$ cat config.mk
export PLATFORM = sky130hd
export DESIGN_NAME = watchdog_downcounter
export DESIGN_NICKNAME = d
export VERILOG_FILES = /design/src/hw/watchdog_pkg.sv /design/src/hw/rc_tick_sync.sv /design/src/hw/watchdog_downcounter.sv
export VERILOG_INCLUDE_DIRS = /design/src /design/src/hw
export SDC_FILE = /design/constraint.sdc
export NUM_CORES = 1
export LEC_CHECK = 0
export BUFFER_PORTS_ARGS = -buffer_cell sky130_fd_sc_hd__buf_2
export CAP_MARGIN = 15
export CORE_MARGIN = 10
export CORE_UTILIZATION = 45
export CTS_CLUSTER_SIZE = 40
export DETAILED_ROUTE_END_ITERATION = 8
export GPL_TIMING_DRIVEN = 0
export SLEW_MARGIN = 10
export SYNTH_ARGS = -nofsm -noshare
export SYNTH_HDL_FRONTEND = slang
export SYNTH_HIERARCHICAL = 1
export SYNTH_SLANG_ARGS = --single-unit
$ cat constraint.sdc
create_clock -name clk_sys -period 3.1 [get_ports clk_sys]
set_clock_uncertainty 0.1 [all_clocks]
set_input_delay 0.155 -clock clk_sys [delete_from_list [all_inputs] [get_ports clk_sys]]
set_output_delay 0.155 -clock clk_sys [all_outputs]
set_load 0.02 [all_outputs]
$ cat src/hw/watchdog_regs.svh
`ifndef WATCHDOG_REGS_SVH
`define WATCHDOG_REGS_SVH

// register addresses on the cpu register port
`define ADDR_W            12
`define ADDR_CTRL         12'hFF0
`define ADDR_UPPER        12'hFF1
`define ADDR_HIGH         12'hFF2
`define ADDR_LOW          12'hFF3
`define ADDR_IRQ_STATUS   12'hFF4
`define ADDR_IRQ_MASK     12'hFF5

// key and configuration bytes written to the control address
`define KEY_FIRST         8'h55
`define KEY_SECOND        8'hAA
`define STOP_OFF_CODE     8'h81
`define STOP_ON_CODE      8'h00

// counter values
`define COUNT_W           24
`define COUNT_RESET       24'hFFFFFF
`define COUNT_NO_REFRESH  24'h000002
`define COUNT_STEP        24'h000001
`define COUNT_TIMEOUT     24'h000000

// byte lanes of the 24-bit value
`define UPPER_MSB         23
`define UPPER_LSB         16
`define HIGH_MSB          15
`define HIGH_LSB          8
`define LOW_MSB           7
`define LOW_LSB           0

// reset-source flags, held as {power_on, stop, timeout, external}
`define FLAG_EXTERNAL     0
`define FLAG_TIMEOUT      1
`define FLAG_STOP         2
`define FLAG_POWER_ON     3
`define FLAGS_CLEAR       4'h0
`define FLAGS_POWER_ON    4'h8
`define FLAGS_EXTERNAL    4'h1
`define FLAGS_TO_RESET    4'h2
`define FLAGS_GPIO_RECOV  4'h4
`define FLAGS_TO_RECOV    4'h6
`define CTRL_RESERVED     4'h0

// interrupt status and mask layout
`define IRQ_W             3
`define IRQ_TIMEOUT       0
`define IRQ_RECOVERY      1
`define IRQ_ABORT         2
`define IRQ_NONE          3'h0

`define BYTE_ZERO         8'h00

`endif

$ cat src/hw/watchdog_pkg.sv
package watchdog_pkg;

    // unlock sequencer for the reload registers and stop-mode option
    typedef enum logic [2:0] {
        LK_IDLE,
        LK_KEY1,
        LK_KEY2,
        LK_HIGH,
        LK_LOW
    } lock_state_t;

    // whole state of the watchdog core
    typedef struct packed {
        logic              on;
        logic [23:0]       count;
        logic [23:0]       reload;
        logic              refresh_pend;
        lock_state_t       lock;
        logic              stop_off;
        logic [3:0]        flags;
        logic [2:0]        irq_status;
        logic [2:0]        irq_mask;
        logic [7:0]        rdata;
        logic              timeout_irq;
        logic              device_reset_req;
        logic              stop_recovery_req;
        logic              irq;
    } watchdog_state_t;

    // state of the oscillator tick extractor
    typedef struct packed {
        logic              sync1;
        logic              sync2;
        logic              last;
        logic              tick;
    } tick_state_t;

endpackage

$ cat src/hw/rc_tick_sync.sv
`timescale 1ns/100ps
`default_nettype none

module rc_tick_sync (
    input  wire logic clk_sys,
    input  wire logic srst,
    input  wire logic rc_osc,
    output logic      rc_tick
);

    watchdog_pkg::tick_state_t s_q;
    watchdog_pkg::tick_state_t s_d;

    // two-stage synchroniser, then rising-edge detect on the second stage
    always_comb begin
        s_d       = s_q;
        s_d.sync1 = rc_osc;
        s_d.sync2 = s_q.sync1;
        s_d.last  = s_q.sync2;
        s_d.tick  = s_q.sync2 & ~s_q.last;
    end

    always_ff @(posedge clk_sys) begin
        if (srst) begin
            s_q <= '0;
        end else begin
            s_q <= s_d;
        end
    end

    assign rc_tick = s_q.tick;

endmodule

`default_nettype wire

$ cat src/hw/watchdog_downcounter.sv
`include "watchdog_regs.svh"
`timescale 1ns/100ps
`default_nettype none

module watchdog_downcounter (
    // clock and synchronous power-on reset
    input  wire logic        clk_sys,
    input  wire logic        srst,

    // oscillator level and option inputs
    input  wire logic        rc_osc,
    input  wire logic        always_on_option,
    input  wire logic        timeout_reset_select,

    // cpu and chip-level events
    input  wire logic        refresh_pulse,
    input  wire logic        stop_mode,
    input  wire logic        debug_mode,
    input  wire logic        ext_reset_event,
    input  wire logic        gpio_recovery_event,

    // register port, read data one cycle after the strobe
    input  wire logic [11:0] addr,
    input  wire logic [7:0]  wdata,
    input  wire logic        wr_en,
    input  wire logic        rd_en,
    output logic      [7:0]  rdata,

    // time-out responses, each a one-cycle pulse
    output logic             timeout_irq,
    output logic             device_reset_req,
    output logic             stop_recovery_req,

    // status levels
    output logic             stop_osc_disable,
    output logic             watchdog_on,
    output logic             irq
);

    watchdog_pkg::watchdog_state_t s_q;
    watchdog_pkg::watchdog_state_t s_d;

    logic rc_tick;

    // one byte of a 24-bit value selected by register address
    function automatic logic [7:0] byte_at(input logic [23:0] value,
                                           input logic [11:0] a);
        logic [7:0] b;
        // unmapped addresses read as zero
        b = `BYTE_ZERO;
        case (a)
            `ADDR_UPPER: b = value[`UPPER_MSB:`UPPER_LSB];
            `ADDR_HIGH:  b = value[`HIGH_MSB:`HIGH_LSB];
            `ADDR_LOW:   b = value[`LOW_MSB:`LOW_LSB];
            default:     b = `BYTE_ZERO;
        endcase
        return b;
    endfunction

    // replace one byte of a 24-bit value selected by register address
    function automatic logic [23:0] put_byte(input logic [23:0] value,
                                             input logic [11:0] a,
                                             input logic [7:0]  b);
        logic [23:0] v;
        // other addresses leave the value untouched
        v = value;
        case (a)
            `ADDR_UPPER: v[`UPPER_MSB:`UPPER_LSB] = b;
            `ADDR_HIGH:  v[`HIGH_MSB:`HIGH_LSB] = b;
            `ADDR_LOW:   v[`LOW_MSB:`LOW_LSB] = b;
            default:     v = value;
        endcase
        return v;
    endfunction

    // oscillator edges brought into the system clock as one-cycle ticks
    rc_tick_sync u_tick (
        .clk_sys (clk_sys),
        .srst    (srst),
        .rc_osc  (rc_osc),
        .rc_tick (rc_tick)
    );

    // next-state logic: bus first, counter events after so that sets win
    always_comb begin
        logic frozen;
        logic timeout;
        logic abort;
        // working flags of this cycle
        frozen  = 1'b0;
        timeout = 1'b0;
        abort   = 1'b0;

        // hold state; pulses and read data default low
        s_d                   = s_q;
        s_d.rdata             = `BYTE_ZERO;
        s_d.timeout_irq       = 1'b0;
        s_d.device_reset_req  = 1'b0;
        s_d.stop_recovery_req = 1'b0;

        // register reads, data valid in the following cycle
        if (rd_en) begin
            case (addr)
                // status flags, cleared by the read
                `ADDR_CTRL: begin
                    s_d.rdata = {s_q.flags, `CTRL_RESERVED};
                    s_d.flags = `FLAGS_CLEAR;
                end
                // live count, not the stored reload
                `ADDR_UPPER, `ADDR_HIGH, `ADDR_LOW: begin
                    s_d.rdata = byte_at(s_q.count, addr);
                end
                // pending events, cleared by the read
                `ADDR_IRQ_STATUS: begin
                    s_d.rdata      = {5'h00, s_q.irq_status};
                    s_d.irq_status = `IRQ_NONE;
                end
                // enable bits of the level interrupt
                `ADDR_IRQ_MASK: begin
                    s_d.rdata = {5'h00, s_q.irq_mask};
                end
                default: s_d.rdata = `BYTE_ZERO;
            endcase
        end

        // register writes and the unlock sequencer
        if (wr_en) begin
            // mask loads in any lock state, yet still breaks an unlock
            if (addr == `ADDR_IRQ_MASK) begin
                s_d.irq_mask = wdata[`IRQ_W-1:0];
            end
            case (s_q.lock)
                // waiting for the first key
                watchdog_pkg::LK_IDLE: begin
                    if (addr == `ADDR_CTRL && wdata == `KEY_FIRST) begin
                        s_d.lock = watchdog_pkg::LK_KEY1;
                    end
                end
                // second key must follow at once
                watchdog_pkg::LK_KEY1: begin
                    if (addr == `ADDR_CTRL && wdata == `KEY_SECOND) begin
                        s_d.lock = watchdog_pkg::LK_KEY2;
                    end else begin
                        s_d.lock = watchdog_pkg::LK_IDLE;
                        abort    = 1'b1;
                    end
                end
                // third write picks the reload or the stop option
                watchdog_pkg::LK_KEY2: begin
                    s_d.lock = watchdog_pkg::LK_IDLE;
                    if (addr == `ADDR_UPPER) begin
                        s_d.reload = put_byte(s_q.reload, addr, wdata);
                        s_d.lock   = watchdog_pkg::LK_HIGH;
                    end else if (addr == `ADDR_CTRL && wdata == `STOP_OFF_CODE) begin
                        s_d.stop_off = 1'b1;
                    end else if (addr == `ADDR_CTRL && wdata == `STOP_ON_CODE) begin
                        s_d.stop_off = 1'b0;
                    end else begin
                        abort = 1'b1;
                    end
                end
                // high byte must follow the upper byte
                watchdog_pkg::LK_HIGH: begin
                    if (addr == `ADDR_HIGH) begin
                        s_d.reload = put_byte(s_q.reload, addr, wdata);
                        s_d.lock   = watchdog_pkg::LK_LOW;
                    end else begin
                        s_d.lock = watchdog_pkg::LK_IDLE;
                        abort    = 1'b1;
                    end
                end
                // low byte closes the reload sequence
                watchdog_pkg::LK_LOW: begin
                    s_d.lock = watchdog_pkg::LK_IDLE;
                    if (addr == `ADDR_LOW) begin
                        s_d.reload = put_byte(s_q.reload, addr, wdata);
                    end else begin
                        abort = 1'b1;
                    end
                end
                default: s_d.lock = watchdog_pkg::LK_IDLE;
            endcase
        end

        // refresh waits for the next oscillator tick
        if (refresh_pulse) begin
            s_d.refresh_pend = 1'b1;
        end

        // counter, advanced only on oscillator ticks
        // stop option freezes the counter while in stop mode
        frozen = stop_mode & s_q.stop_off;
        if (rc_tick && !frozen) begin
            s_d.refresh_pend = 1'b0;
            // first enable loads the reload value
            if (!s_q.on) begin
                if (s_q.refresh_pend || refresh_pulse || always_on_option) begin
                    s_d.on    = 1'b1;
                    s_d.count = s_q.reload;
                end
            end else if (debug_mode) begin
                // debugger holds the count at the reload value
                s_d.count = s_q.reload;
            end else if ((s_q.refresh_pend || refresh_pulse)
                         && s_q.count > `COUNT_NO_REFRESH) begin
                // refresh honoured only above the threshold
                s_d.count = s_q.reload;
            end else begin
                // zero steps on to all ones: only the reset response outside stop mode reloads after a time-out
                s_d.count = s_q.count - `COUNT_STEP;
                timeout   = (s_q.count == `COUNT_STEP);
            end
        end

        // time-out response selected by the option input
        if (timeout) begin
            if (!timeout_reset_select) begin
                // interrupt response keeps counting down
                s_d.timeout_irq               = 1'b1;
                s_d.flags[`FLAG_TIMEOUT]      = 1'b1;
            end else if (stop_mode) begin
                // reset response inside stop mode asks for recovery
                s_d.stop_recovery_req = 1'b1;
                s_d.flags             = `FLAGS_TO_RECOV;
                s_d.irq_status[`IRQ_RECOVERY] = 1'b1;
            end else begin
                // reset response outside stop mode reloads the count and stays on only with always_on_option
                s_d.device_reset_req = 1'b1;
                s_d.flags            = `FLAGS_TO_RESET;
                s_d.on               = always_on_option;
                s_d.count            = s_q.reload;
            end
            s_d.irq_status[`IRQ_TIMEOUT] = 1'b1;
        end

        // reset and recovery sources from the rest of the chip
        if (ext_reset_event) begin
            s_d.flags = `FLAGS_EXTERNAL;
        end else if (gpio_recovery_event) begin
            s_d.flags = `FLAGS_GPIO_RECOV;
            s_d.irq_status[`IRQ_RECOVERY] = 1'b1;
        end

        // a broken unlock is reported as an event
        if (abort) begin
            s_d.irq_status[`IRQ_ABORT] = 1'b1;
        end

        // level interrupt from the next status and mask
        s_d.irq = |(s_d.irq_status & s_d.irq_mask);
    end

    // power-on reset: counter and reload at all ones, power-on flag set
    always_ff @(posedge clk_sys) begin
        if (srst) begin
            s_q            <= '0;
            s_q.count      <= `COUNT_RESET;
            s_q.reload     <= `COUNT_RESET;
            s_q.lock       <= watchdog_pkg::LK_IDLE;
            s_q.flags      <= `FLAGS_POWER_ON;
            s_q.irq_status <= `IRQ_NONE;
            s_q.irq_mask   <= `IRQ_NONE;
        end else begin
            s_q <= s_d;
        end
    end

    // outputs straight from the state flops
    assign rdata             = s_q.rdata;
    assign timeout_irq       = s_q.timeout_irq;
    assign device_reset_req  = s_q.device_reset_req;
    assign stop_recovery_req = s_q.stop_recovery_req;
    assign stop_osc_disable  = s_q.stop_off;
    assign watchdog_on       = s_q.on;
    assign irq               = s_q.irq;

endmodule

`default_nettype wire

# Word level (Yosys, flattened, before mapping)
# Index checks and enable logic that the tools add are counted.
[classes]
n_eq_ne = 18
bitwise_logic = 8
muxes = 58
order_cmp = 1
reduce_logical = 27
n_addsub = 1
[ops]
columns = ["op", "n"]
rows = [
  ["24-bit two-way mux", 6],
  ["25-bit two-way mux", 5],
  ["12-bit equality test (second input constant)", 6],
  ["24-bit one-hot mux with 3 select lines", 1],
  ["8-bit one-hot mux with 4 select lines", 1],
  ["24-bit by 1-bit equality test with 1-bit output (second input constant)", 1],
  ["24-bit by 2-bit greater-than comparator with 1-bit output (second input constant)", 1],
  ["1-bit two-way mux", 24],
  ["8-bit two-way mux", 3],
  ["8-bit one-hot mux with 3 select lines", 1],
  ["24-bit by 1-bit subtractor with 24-bit output (second input constant)", 1],
  ["3-bit two-way mux", 6],
  ["8-bit equality test (second input constant)", 2],
  ["4-bit two-way mux", 4],
  ["3-bit one-hot mux with 4 select lines", 1],
  ["3-bit OR reduction", 4],
  ["8-bit by 7-bit equality test with 1-bit output (second input constant)", 1],
  ["8-bit logical NOT", 1],
  ["2-bit two-way mux", 4],
  ["2-bit inequality test (second input constant)", 4],
  ["2-bit OR reduction", 4],
  ["7-bit two-way mux", 1],
  ["3-bit by 2-bit equality test with 1-bit output (second input constant)", 2],
  ["1-bit logical AND", 6],
  ["14 further kinds", 23],
]
[word_totals]
ff_bits = 80
out_inout_bits = 14
wordCells = 133
in_bits = 32

# Logic depth before layout (Yosys ltp)
# Gate-level depths: netlist of the first run.
[depth]
depth_word = 11
depth_mapped = 10
mapped_depth_nobuf = 8

# Modules after synthesis
# Netlist of the first run, hierarchy kept.
[modules_own_cells]
columns = ["mod", "n_inst", "cells_each", "seq_area_each_um2", "area_per_inst_um2"]
rows = [
  ["watchdog_downcounter", 1, 515, 1521.5, 4440.5],
  ["rc_tick_sync", 1, 8, 80.1, 111.4],
]

# Least setup slack after synthesis of the first run
# Ideal clock, no wire load.
[synth_path]
kind = "register -> register"
from = "reg s_q[51] (netlist name)"
to = "reg s_q[70] (netlist name)"
t_arrival_ps = 2060
path_stages_with_launch = 9
synth_period_minus_slack_ps = 2313
required_ps = 2847
setup_ps = 153
path_slack_ps = 787
path_buffers = 1
cell_sequence = "dfxtp_1 inv_1 ha_1 and2b_1 a2111oi_4 and4_1 buf_4 nor3_1 a211oi_2"
[synth_via]
elab_chain_cells = 9
word_cells_on_any_way = 15
classes_between = "add/sub: 1; order compare: 1; eq/ne: 1; mux: 11; reduce/logical: 1"
[synth_lines]
columns = ["element", "line", "rtl"]
rows = [
  ["start: declaration", "watchdog_downcounter.sv:40", "watchdog_pkg::watchdog_state_t s_q;"],
  ["24-bit by 2-bit greater-than comparator with 1-bit output (no source line)", "--", ""],
  ["1-bit logical AND (no source line)", "--", ""],
  ["24-bit two-way mux", "watchdog_downcounter.sv:204", "end else if ((s_q.refresh_pend || refresh_pulse)"],
  ["24-bit two-way mux", "watchdog_downcounter.sv:201", "end else if (debug_mode) begin"],
  ["24-bit two-way mux", "watchdog_downcounter.sv:196", "if (!s_q.on) begin"],
  ["25-bit two-way mux", "watchdog_downcounter.sv:193", "if (rc_tick && !frozen) begin"],
  ["25-bit two-way mux", "watchdog_downcounter.sv:221", "end else if (stop_mode) begin"],
  ["25-bit two-way mux", "watchdog_downcounter.sv:217", "if (!timeout_reset_select) begin"],
  ["25-bit two-way mux (*)", "watchdog_downcounter.sv:216", "if (timeout) begin"],
]
# Mark *: on every way between the ends. The rest lies on a longest branch, timed or not.
# A chain may end at the register's enable or synchronous reset.

# Final worst setup path of the first run
[layout_path]
from = "reg s_q[52] (netlist name)"
to = "reg s_q[72] (netlist name)"
# The elaborated chain is that of the path after synthesis.

==> run_summary.xml, run 1 <==
<?xml version="1.0" encoding="UTF-8"?>
<metrics>
  <group name="cells_and_area">
    <metric name="most-common-layout-cells" unit="">dfxtp_1, nand2_1, buf_2</metric>
    <metric name="layout_commonest_cell" unit="">dfxtp_1</metric>
    <metric name="final.fill_count" unit="">1020</metric>
    <metric name="area_taken_by_flip_flops_and_latches" unit="um2">1600</metric>
    <metric name="max_flop_register" unit="">s_q</metric>
    <metric name="n_antenna_cell" unit="">0</metric>
    <metric name="multi_input_area" unit="um2">2650</metric>
    <metric name="layout_cell_share_with_drive_strength_beyond_1" unit="">0.203</metric>
    <metric name="fin_cells" unit="">730</metric>
    <metric name="largest_register_ff_count" unit="">62</metric>
    <metric name="num-nets-final" unit="">627</metric>
    <metric name="layout_area_growth_over_synthesis" unit="%">15.4</metric>
  </group>
  <group name="synthesis">
    <metric name="synthCells" unit="">523</metric>
    <metric name="synth_top_flop_cell" unit="">dfxtp_1</metric>
    <metric name="mappedNetlistNets" unit="">558</metric>
    <metric name="seq_area_frac_synth" unit="">0.352</metric>
    <metric name="synth-seq-cells" unit="">80</metric>
    <metric name="number_of_enable_flip_flop_cells_after_synthesis" unit="">0</metric>
    <metric name="syn_area" unit="um2">4550</metric>
    <metric name="yosys_warnings" unit="">6</metric>
    <metric name="synthArstFlopShare" unit="">0</metric>
    <metric name="netlist-cell-type-count" unit="">81</metric>
    <metric name="synth_area_per_cell" unit="um2">8.70</metric>
  </group>
  <group name="worst_setup_path">
    <metric name="crit_path_cell_trace" unit="">ha_1 &gt; and2b_1 &gt; a2111oi_4 &gt; nand4_1 &gt; clkbuf_1 &gt; o22ai_1 &gt; a22oi_1</metric>
    <metric name="timing.critical_path.arrival" unit="ps">3100</metric>
    <metric name="critical_path.startpoint_type" unit="">flip-flop</metric>
    <metric name="cp.required" unit="ps">3230</metric>
    <metric name="crit_path_max_fanout" unit="">10</metric>
    <metric name="crit_path_top_delay_cell" unit="">a2111oi_4</metric>
    <metric name="crit_path_max_incr_delay" unit="ps">560</metric>
    <metric name="worstSetupEndpointType" unit="">flip-flop</metric>
    <metric name="setup.worst_path.class" unit="">flip-flop to flip-flop</metric>
  </group>
  <group name="detailed_routing">
    <metric name="initialDrtViolationCount" unit="">380</metric>
    <metric name="postRouteAntennaNets" unit="">0</metric>
    <metric name="detailedRoute.firstPassIterationCount" unit="">5</metric>
    <metric name="drc_errors" unit="">0</metric>
    <metric name="wl_per_cell" unit="um">21.2</metric>
    <metric name="dr_total_vias" unit="">4405</metric>
    <metric name="viasPerCell" unit="">6.03</metric>
    <metric name="detailed_route_wire_length" unit="um">15500</metric>
  </group>
  <group name="sta">
    <metric name="report.final.slew_viol_count" unit="">0</metric>
    <metric name="setup_viol" unit="">0</metric>
    <metric name="max_freq" unit="MHz">336</metric>
    <metric name="fin_crit" unit="ps">2980</metric>
    <metric name="rsz0062_at_grt" unit="">no</metric>
    <metric name="post-route-period-util" unit="">0.960</metric>
    <metric name="finalHoldWorstSlack" unit="ps">10.6</metric>
    <metric name="worst-slew-pin-transition" unit="ps">990</metric>
    <metric name="maxSlewHeadroom" unit="">0.335</metric>
    <metric name="finalHoldViolations" unit="">0</metric>
    <metric name="setup-tns-final" unit="ps">0</metric>
  </group>
  <group name="clocking">
    <metric name="cts.reportedPaths.clkPinSlew" unit="ps">100</metric>
    <metric name="tritoncts.num_buffers" unit="">9</metric>
    <metric name="tritoncts_clock_tree" unit="">yes</metric>
    <metric name="clock_root_buffer_master" unit="">clkbuf_8</metric>
    <metric name="htree_num_levels" unit="">3</metric>
    <metric name="clk_sinks" unit="">80</metric>
    <metric name="insertion_delay" unit="ps">370</metric>
    <metric name="cts_buffer_depth" unit="">2</metric>
  </group>
  <group name="power_and_ir_drop">
    <metric name="leakage" unit="nW">1.96</metric>
    <metric name="power.density_cell_area" unit="nW/um2">372</metric>
    <metric name="vdd.ir_drop.worst" unit="uV">246</metric>
  </group>
  <group name="floorplan">
    <metric name="placeableCoreArea" unit="um2">9820</metric>
    <metric name="die_width" unit="um">121</metric>
    <metric name="start_util" unit="">0.464</metric>
    <metric name="floorplan.die_area" unit="um2">14500</metric>
    <metric name="io_pins" unit="">46</metric>
    <metric name="die-height" unit="um">121</metric>
    <metric name="rows" unit="">36</metric>
  </group>
  <group name="placement">
    <metric name="detailed_place_hpwl" unit="um">11500</metric>
    <metric name="number_of_cells_after_detailed_placement" unit="">701</metric>
    <metric name="port_buffers" unit="">45</metric>
    <metric name="gp_routability_congestion" unit="">0.941</metric>
  </group>
  <group name="global_routing">
    <metric name="pin_count_of_the_biggest_net_entering_global_routing" unit="">17</metric>
    <metric name="via_count_of_the_first_global_routing_pass" unit="">4379</metric>
    <metric name="gr-usage-all-layers" unit="">0.213</metric>
    <metric name="first_pass_grt_wire_length" unit="um">24600</metric>
    <metric name="grt.overflow.total" unit="">0</metric>
    <metric name="number_of_antenna_violations_at_the_first_check_in_global_routing" unit="">0</metric>
  </group>
  <group name="worst_hold_path">
    <metric name="hold_path_class" unit="">input pin to flip-flop</metric>
  </group>
  <group name="run_status">
    <metric name="outcome" unit="">completed</metric>
  </group>
  <group name="job">
    <metric name="cap_viol_max_count" unit="">0</metric>
  </group>
</metrics>
==> per-stage QoR <==
step / util / power [mW] / worst slack [ps] / cell area, um2
CTS: 0.535 / 1.96 / 27.1 / 5250
detailed placement: 0.503 / 1.20 / 66.4 / 4940
floorplan: - / 1.13 / 787 / 4550
global route: 0.535 / 2.03 / 50.4 / 5260
global placement: 0.503 / 1.20 / 110 / 4940
finish: 0.535 / 1.95 / 124 / 5260
==> cell usage after synthesis, types with 3 or more instances <==
master      n  area (um2)
or2_1       3        18.8
nor2_1     34         128
o21ai_1     6        30.0
a2bb2oi_1   4        35.0
nor3b_1     4        30.0
buf_4       9        67.6
buf_6       3        33.8
a211oi_1    4        30.0
nand3_1    18        90.1
or4_1       3        22.5
and4_1      3        26.3
mux4_2      4        90.1
clkbuf_1   16        60.1
a22oi_1     8        60.1
and3_1      8        50.1
a21o_1      3        22.5
o221ai_1   14         123
nor4_2      4        50.1
buf_2       6        30.0
ha_1        3        37.5
a21oi_1    25         125
nor4_1     10        62.6
nand3_2     3        30.0
or3_1       4        25.0
dfxtp_1    80        1600
xnor2_1     7        61.3
nor3_1     22         110
nand4_1     8        50.1
nand2_1    52         195
o22ai_1    19         119
inv_1      21        78.8
o211ai_2    3        37.5
nor3_2      3        30.0
nor2b_1    10        62.6
o21ai_0     5        25.0
o211ai_1   14         105
mux2i_1    21         210
mux2_2      5        56.3
==> final timing paths <==
path,from,to,slack (ps),cells after the start
hold / removal,wdata[5],s_q[40]$_SDFFE_PP1P_,10,3
hold reg to reg,u_tick/s_q[1]$_SDFF_PP0_,u_tick/rc_tick$_SDFF_PP0_,330,1
setup / recovery,s_q[52]$_SDFF_PP1_,s_q[72]$_SDFF_PP1_,120,7
setup reg to reg,s_q[52]$_SDFF_PP1_,s_q[72]$_SDFF_PP1_,120,7
==> cell families after synthesis <==
logic type,Yosys count,synth area share
DFF,80,0.352
buffers and inverters,60,0.0662
adders and majority gates,3,0.00825
AOI/OAI and AO/OA,131,0.215
xor gates and xnor gates,8,0.0154
muxes,30,0.0783
and+or+nand+nor,211,0.265
==> final cells by class <==
class / instances / share of cell area
plain buffers: 38 / 0.0417
clock buffers: 9 / 0.0236
clock inverters: 7 / 0.0119
inverters: 22 / 0.0157
multi-input cells: 383 / 0.504
flip-flops and latches: 80 / 0.305
well taps: 133 / 0.0317
repair buffers: 58 / 0.0667
==> worst max-delay path, delay by kind of cell, from the launching register on <==
kind	cells	cell delay [ps]
compound gates	3	940
simple gates	2	660
flops	1	540
buf+inv	1	390
fa+ha+maj	1	200
==> per-layer routing <==
layer	track usage	part of all wire	up-vias
met2	0.325	0.44	219
met1	0.284	0.45	2074
met4	0.0581	0.019	0
met3	0.0675	0.094	20
met5	0	0	-
li1	-	-	2092
==> report_power, final <==
part / switching (mW) / internal, mW / total, mW
combinational: 0.0990 / 0.0555 / 0.155
sequential: 0.00538 / 1.03 / 1.04
clock: 0.453 / 0.308 / 0.761
==> repair_timing <==
action / 4_1_cts / 5_1_grt
hold buffers: 12 / 0
resized for setup: 0 / 0
setup buffers: 0 / 0
endpoints found under the hold margin: 14 / 0
(Power assumes the default switching activity.)
==> run 2: changes to the inputs <==
CORE_UTILIZATION = 30   (was 45)
CTS_BUF_LIST = sky130_fd_sc_hd__clkbuf_16   (was unset)
==> run 2 against run 1 <==
Global-route usage shrank 5.9 points; worst setup slack gained 200 ps; sequential share of layout area shrank 0.94 points; wire length grew 3.5%; cell count grew 6.2%; register-to-register slack gained 200 ps; critical endpoint is now s_q[66]$_SDFF_PP1_; sequential cell count is the same; clock power grew 62%; utilization shrank 17 points; first-iteration DRC count grew 16%; via count grew 1.1%.
==> run_summary.xml, run 2 (same netlist as run 1, synthesis figures left out) <==
<?xml version="1.0" encoding="UTF-8"?>
<metrics>
  <group name="run_status">
    <metric name="outcome" unit="">completed</metric>
  </group>
  <group name="sta">
    <metric name="setup_viol" unit="">0</metric>
    <metric name="finalHoldViolations" unit="">0</metric>
    <metric name="finalHoldWorstSlack" unit="ps">6.26</metric>
    <metric name="fin_crit" unit="ps">2780</metric>
    <metric name="maxSlewHeadroom" unit="">0.353</metric>
    <metric name="rsz0062_at_grt" unit="">no</metric>
    <metric name="worst-slew-pin-transition" unit="ps">962</metric>
    <metric name="post-route-period-util" unit="">0.896</metric>
    <metric name="setup-tns-final" unit="ps">0</metric>
    <metric name="max_freq" unit="MHz">360</metric>
    <metric name="report.final.slew_viol_count" unit="">0</metric>
  </group>
  <group name="detailed_routing">
    <metric name="wl_per_cell" unit="um">20.7</metric>
    <metric name="detailed_route_wire_length" unit="um">16000</metric>
    <metric name="dr_total_vias" unit="">4454</metric>
    <metric name="detailedRoute.firstPassIterationCount" unit="">6</metric>
    <metric name="viasPerCell" unit="">5.75</metric>
    <metric name="drc_errors" unit="">0</metric>
    <metric name="initialDrtViolationCount" unit="">439</metric>
    <metric name="postRouteAntennaNets" unit="">0</metric>
  </group>
  <group name="worst_setup_path">
    <metric name="crit_path_top_delay_cell" unit="">dfxtp_1</metric>
    <metric name="setup.worst_path.class" unit="">flip-flop to flip-flop</metric>
    <metric name="worstSetupEndpointType" unit="">flip-flop</metric>
    <metric name="crit_path_max_incr_delay" unit="ps">530</metric>
    <metric name="crit_path_cell_trace" unit="">ha_1 &gt; and2b_1 &gt; a2111oi_4 &gt; and4_1 &gt; buf_4 &gt; a21oi_4 &gt; or2_1 &gt; a21o_1</metric>
    <metric name="cp.required" unit="ps">3240</metric>
    <metric name="crit_path_max_fanout" unit="">10</metric>
    <metric name="timing.critical_path.arrival" unit="ps">2910</metric>
    <metric name="regToRegSetupSlack" unit="ps">320</metric>
    <metric name="critical_path.startpoint_type" unit="">flip-flop</metric>
  </group>
  <group name="floorplan">
    <metric name="die-height" unit="um">143</metric>
    <metric name="floorplan.die_area" unit="um2">20500</metric>
    <metric name="start_util" unit="">0.310</metric>
    <metric name="rows" unit="">44</metric>
    <metric name="io_pins" unit="">46</metric>
    <metric name="placeableCoreArea" unit="um2">14700</metric>
    <metric name="die_width" unit="um">143</metric>
  </group>
  <group name="clocking">
    <metric name="tritoncts.num_buffers" unit="">9</metric>
    <metric name="clock_root_buffer_master" unit="">clkbuf_16</metric>
    <metric name="insertion_delay" unit="ps">350</metric>
    <metric name="cts.reportedPaths.clkPinSlew" unit="ps">60</metric>
    <metric name="cts_buffer_depth" unit="">2</metric>
    <metric name="clk_sinks" unit="">80</metric>
    <metric name="tritoncts_clock_tree" unit="">yes</metric>
    <metric name="htree_num_levels" unit="">3</metric>
  </group>
  <group name="global_routing">
    <metric name="gr-usage-all-layers" unit="">0.155</metric>
    <metric name="via_count_of_the_first_global_routing_pass" unit="">4171</metric>
    <metric name="number_of_antenna_violations_at_the_first_check_in_global_routing" unit="">0</metric>
    <metric name="grt.overflow.total" unit="">0</metric>
    <metric name="pin_count_of_the_biggest_net_entering_global_routing" unit="">15</metric>
    <metric name="first_pass_grt_wire_length" unit="um">24500</metric>
  </group>
  <group name="cells_and_area">
    <metric name="most-common-layout-cells" unit="">dfxtp_1, nand2_1, buf_2</metric>
    <metric name="layout_commonest_cell" unit="">dfxtp_1</metric>
    <metric name="n_antenna_cell" unit="">0</metric>
    <metric name="max_flop_register" unit="">s_q</metric>
    <metric name="largest_register_ff_count" unit="">62</metric>
    <metric name="fin_cells" unit="">775</metric>
    <metric name="layout_cell_share_with_drive_strength_beyond_1" unit="">0.206</metric>
    <metric name="num-nets-final" unit="">621</metric>
    <metric name="layout_area_growth_over_synthesis" unit="%">19.1</metric>
  </group>
  <group name="placement">
    <metric name="number_of_cells_after_detailed_placement" unit="">752</metric>
    <metric name="port_buffers" unit="">45</metric>
    <metric name="gp_routability_congestion" unit="">0.927</metric>
    <metric name="detailed_place_hpwl" unit="um">12100</metric>
  </group>
  <group name="worst_hold_path">
    <metric name="hold_path_class" unit="">input pin to flip-flop</metric>
  </group>
  <group name="job">
    <metric name="cap_viol_max_count" unit="">0</metric>
  </group>
  <group name="power_and_ir_drop">
    <metric name="vdd.ir_drop.worst" unit="uV">239</metric>
    <metric name="power.density_cell_area" unit="nW/um2">446</metric>
    <metric name="post-layout-total-power" unit="mW">2.42</metric>
    <metric name="leakage" unit="nW">2.01</metric>
  </group>
</metrics>
run 2: routing by layer:
layer / track usage / share of wire / vias to the layer above
met3: 0.0418 / 0.090 / 25
met5: 0 / 0 / -
met4: 0.0483 / 0.017 / 0
li1: - / - / 2087
met2: 0.234 / 0.45 / 211
met1: 0.209 / 0.45 / 2131
run 2: per-stage QoR:
step	instance area [um2]	util	setup WS, ps
finish	5420	0.369	324
global route	5420	0.369	218
CTS	5410	0.368	79.6
detailed placement	5010	0.341	114
global placement	5010	0.341	124
floorplan	4550	-	787
run 2: layout make-up:
type                            count  area [um2]
Timing Repair Buffer               52         293
Clock buffer                        9         225
Tap cell                          184         230
Clock inverter                      7         118
Buffer                             38         219
Sequential cell                    80        1600
Fill cell                        1499        9280
Inverter                           22        82.6
Multi-Input combinational cell    383        2650
run 2: final timing paths:
path / start / end / depth (start not counted)
worst max-delay path: s_q[52]$_SDFF_PP1_ / s_q[66]$_SDFF_PP1_ / 8
worst min-delay path: wr_en / s_q[23]$_SDFFE_PP0P_ / 2
worst max register to register: s_q[52]$_SDFF_PP1_ / s_q[66]$_SDFF_PP1_ / 8
worst min register to register: u_tick/s_q[1]$_SDFF_PP0_ / u_tick/rc_tick$_SDFF_PP0_ / 1
run 2: power by group:
group          internal [mW]  switching, mW  leakage, nW
sequential              1.03        0.00548        0.648
combinational         0.0506         0.0993         1.19
clock                  0.788          0.441        0.170
total                   1.87          0.546         2.01
run 2: timing repair:
item | 4_1_cts | 5_1_grt
hold buffers | 6 | 0
hold endpoints to repair | 7 | 0
setup buffers | 0 | 1
endpoints found under the setup margin | 0 | 8
gates resized for setup | 0 | 1
run 2: critical path: cells and delay by family, from the launching register on:
kind / cells / cell delay [ps]
compound gates: 3 / 780
fa+ha+maj: 1 / 200
buf+inv: 1 / 210
flops: 1 / 530
simple gates: 3 / 830
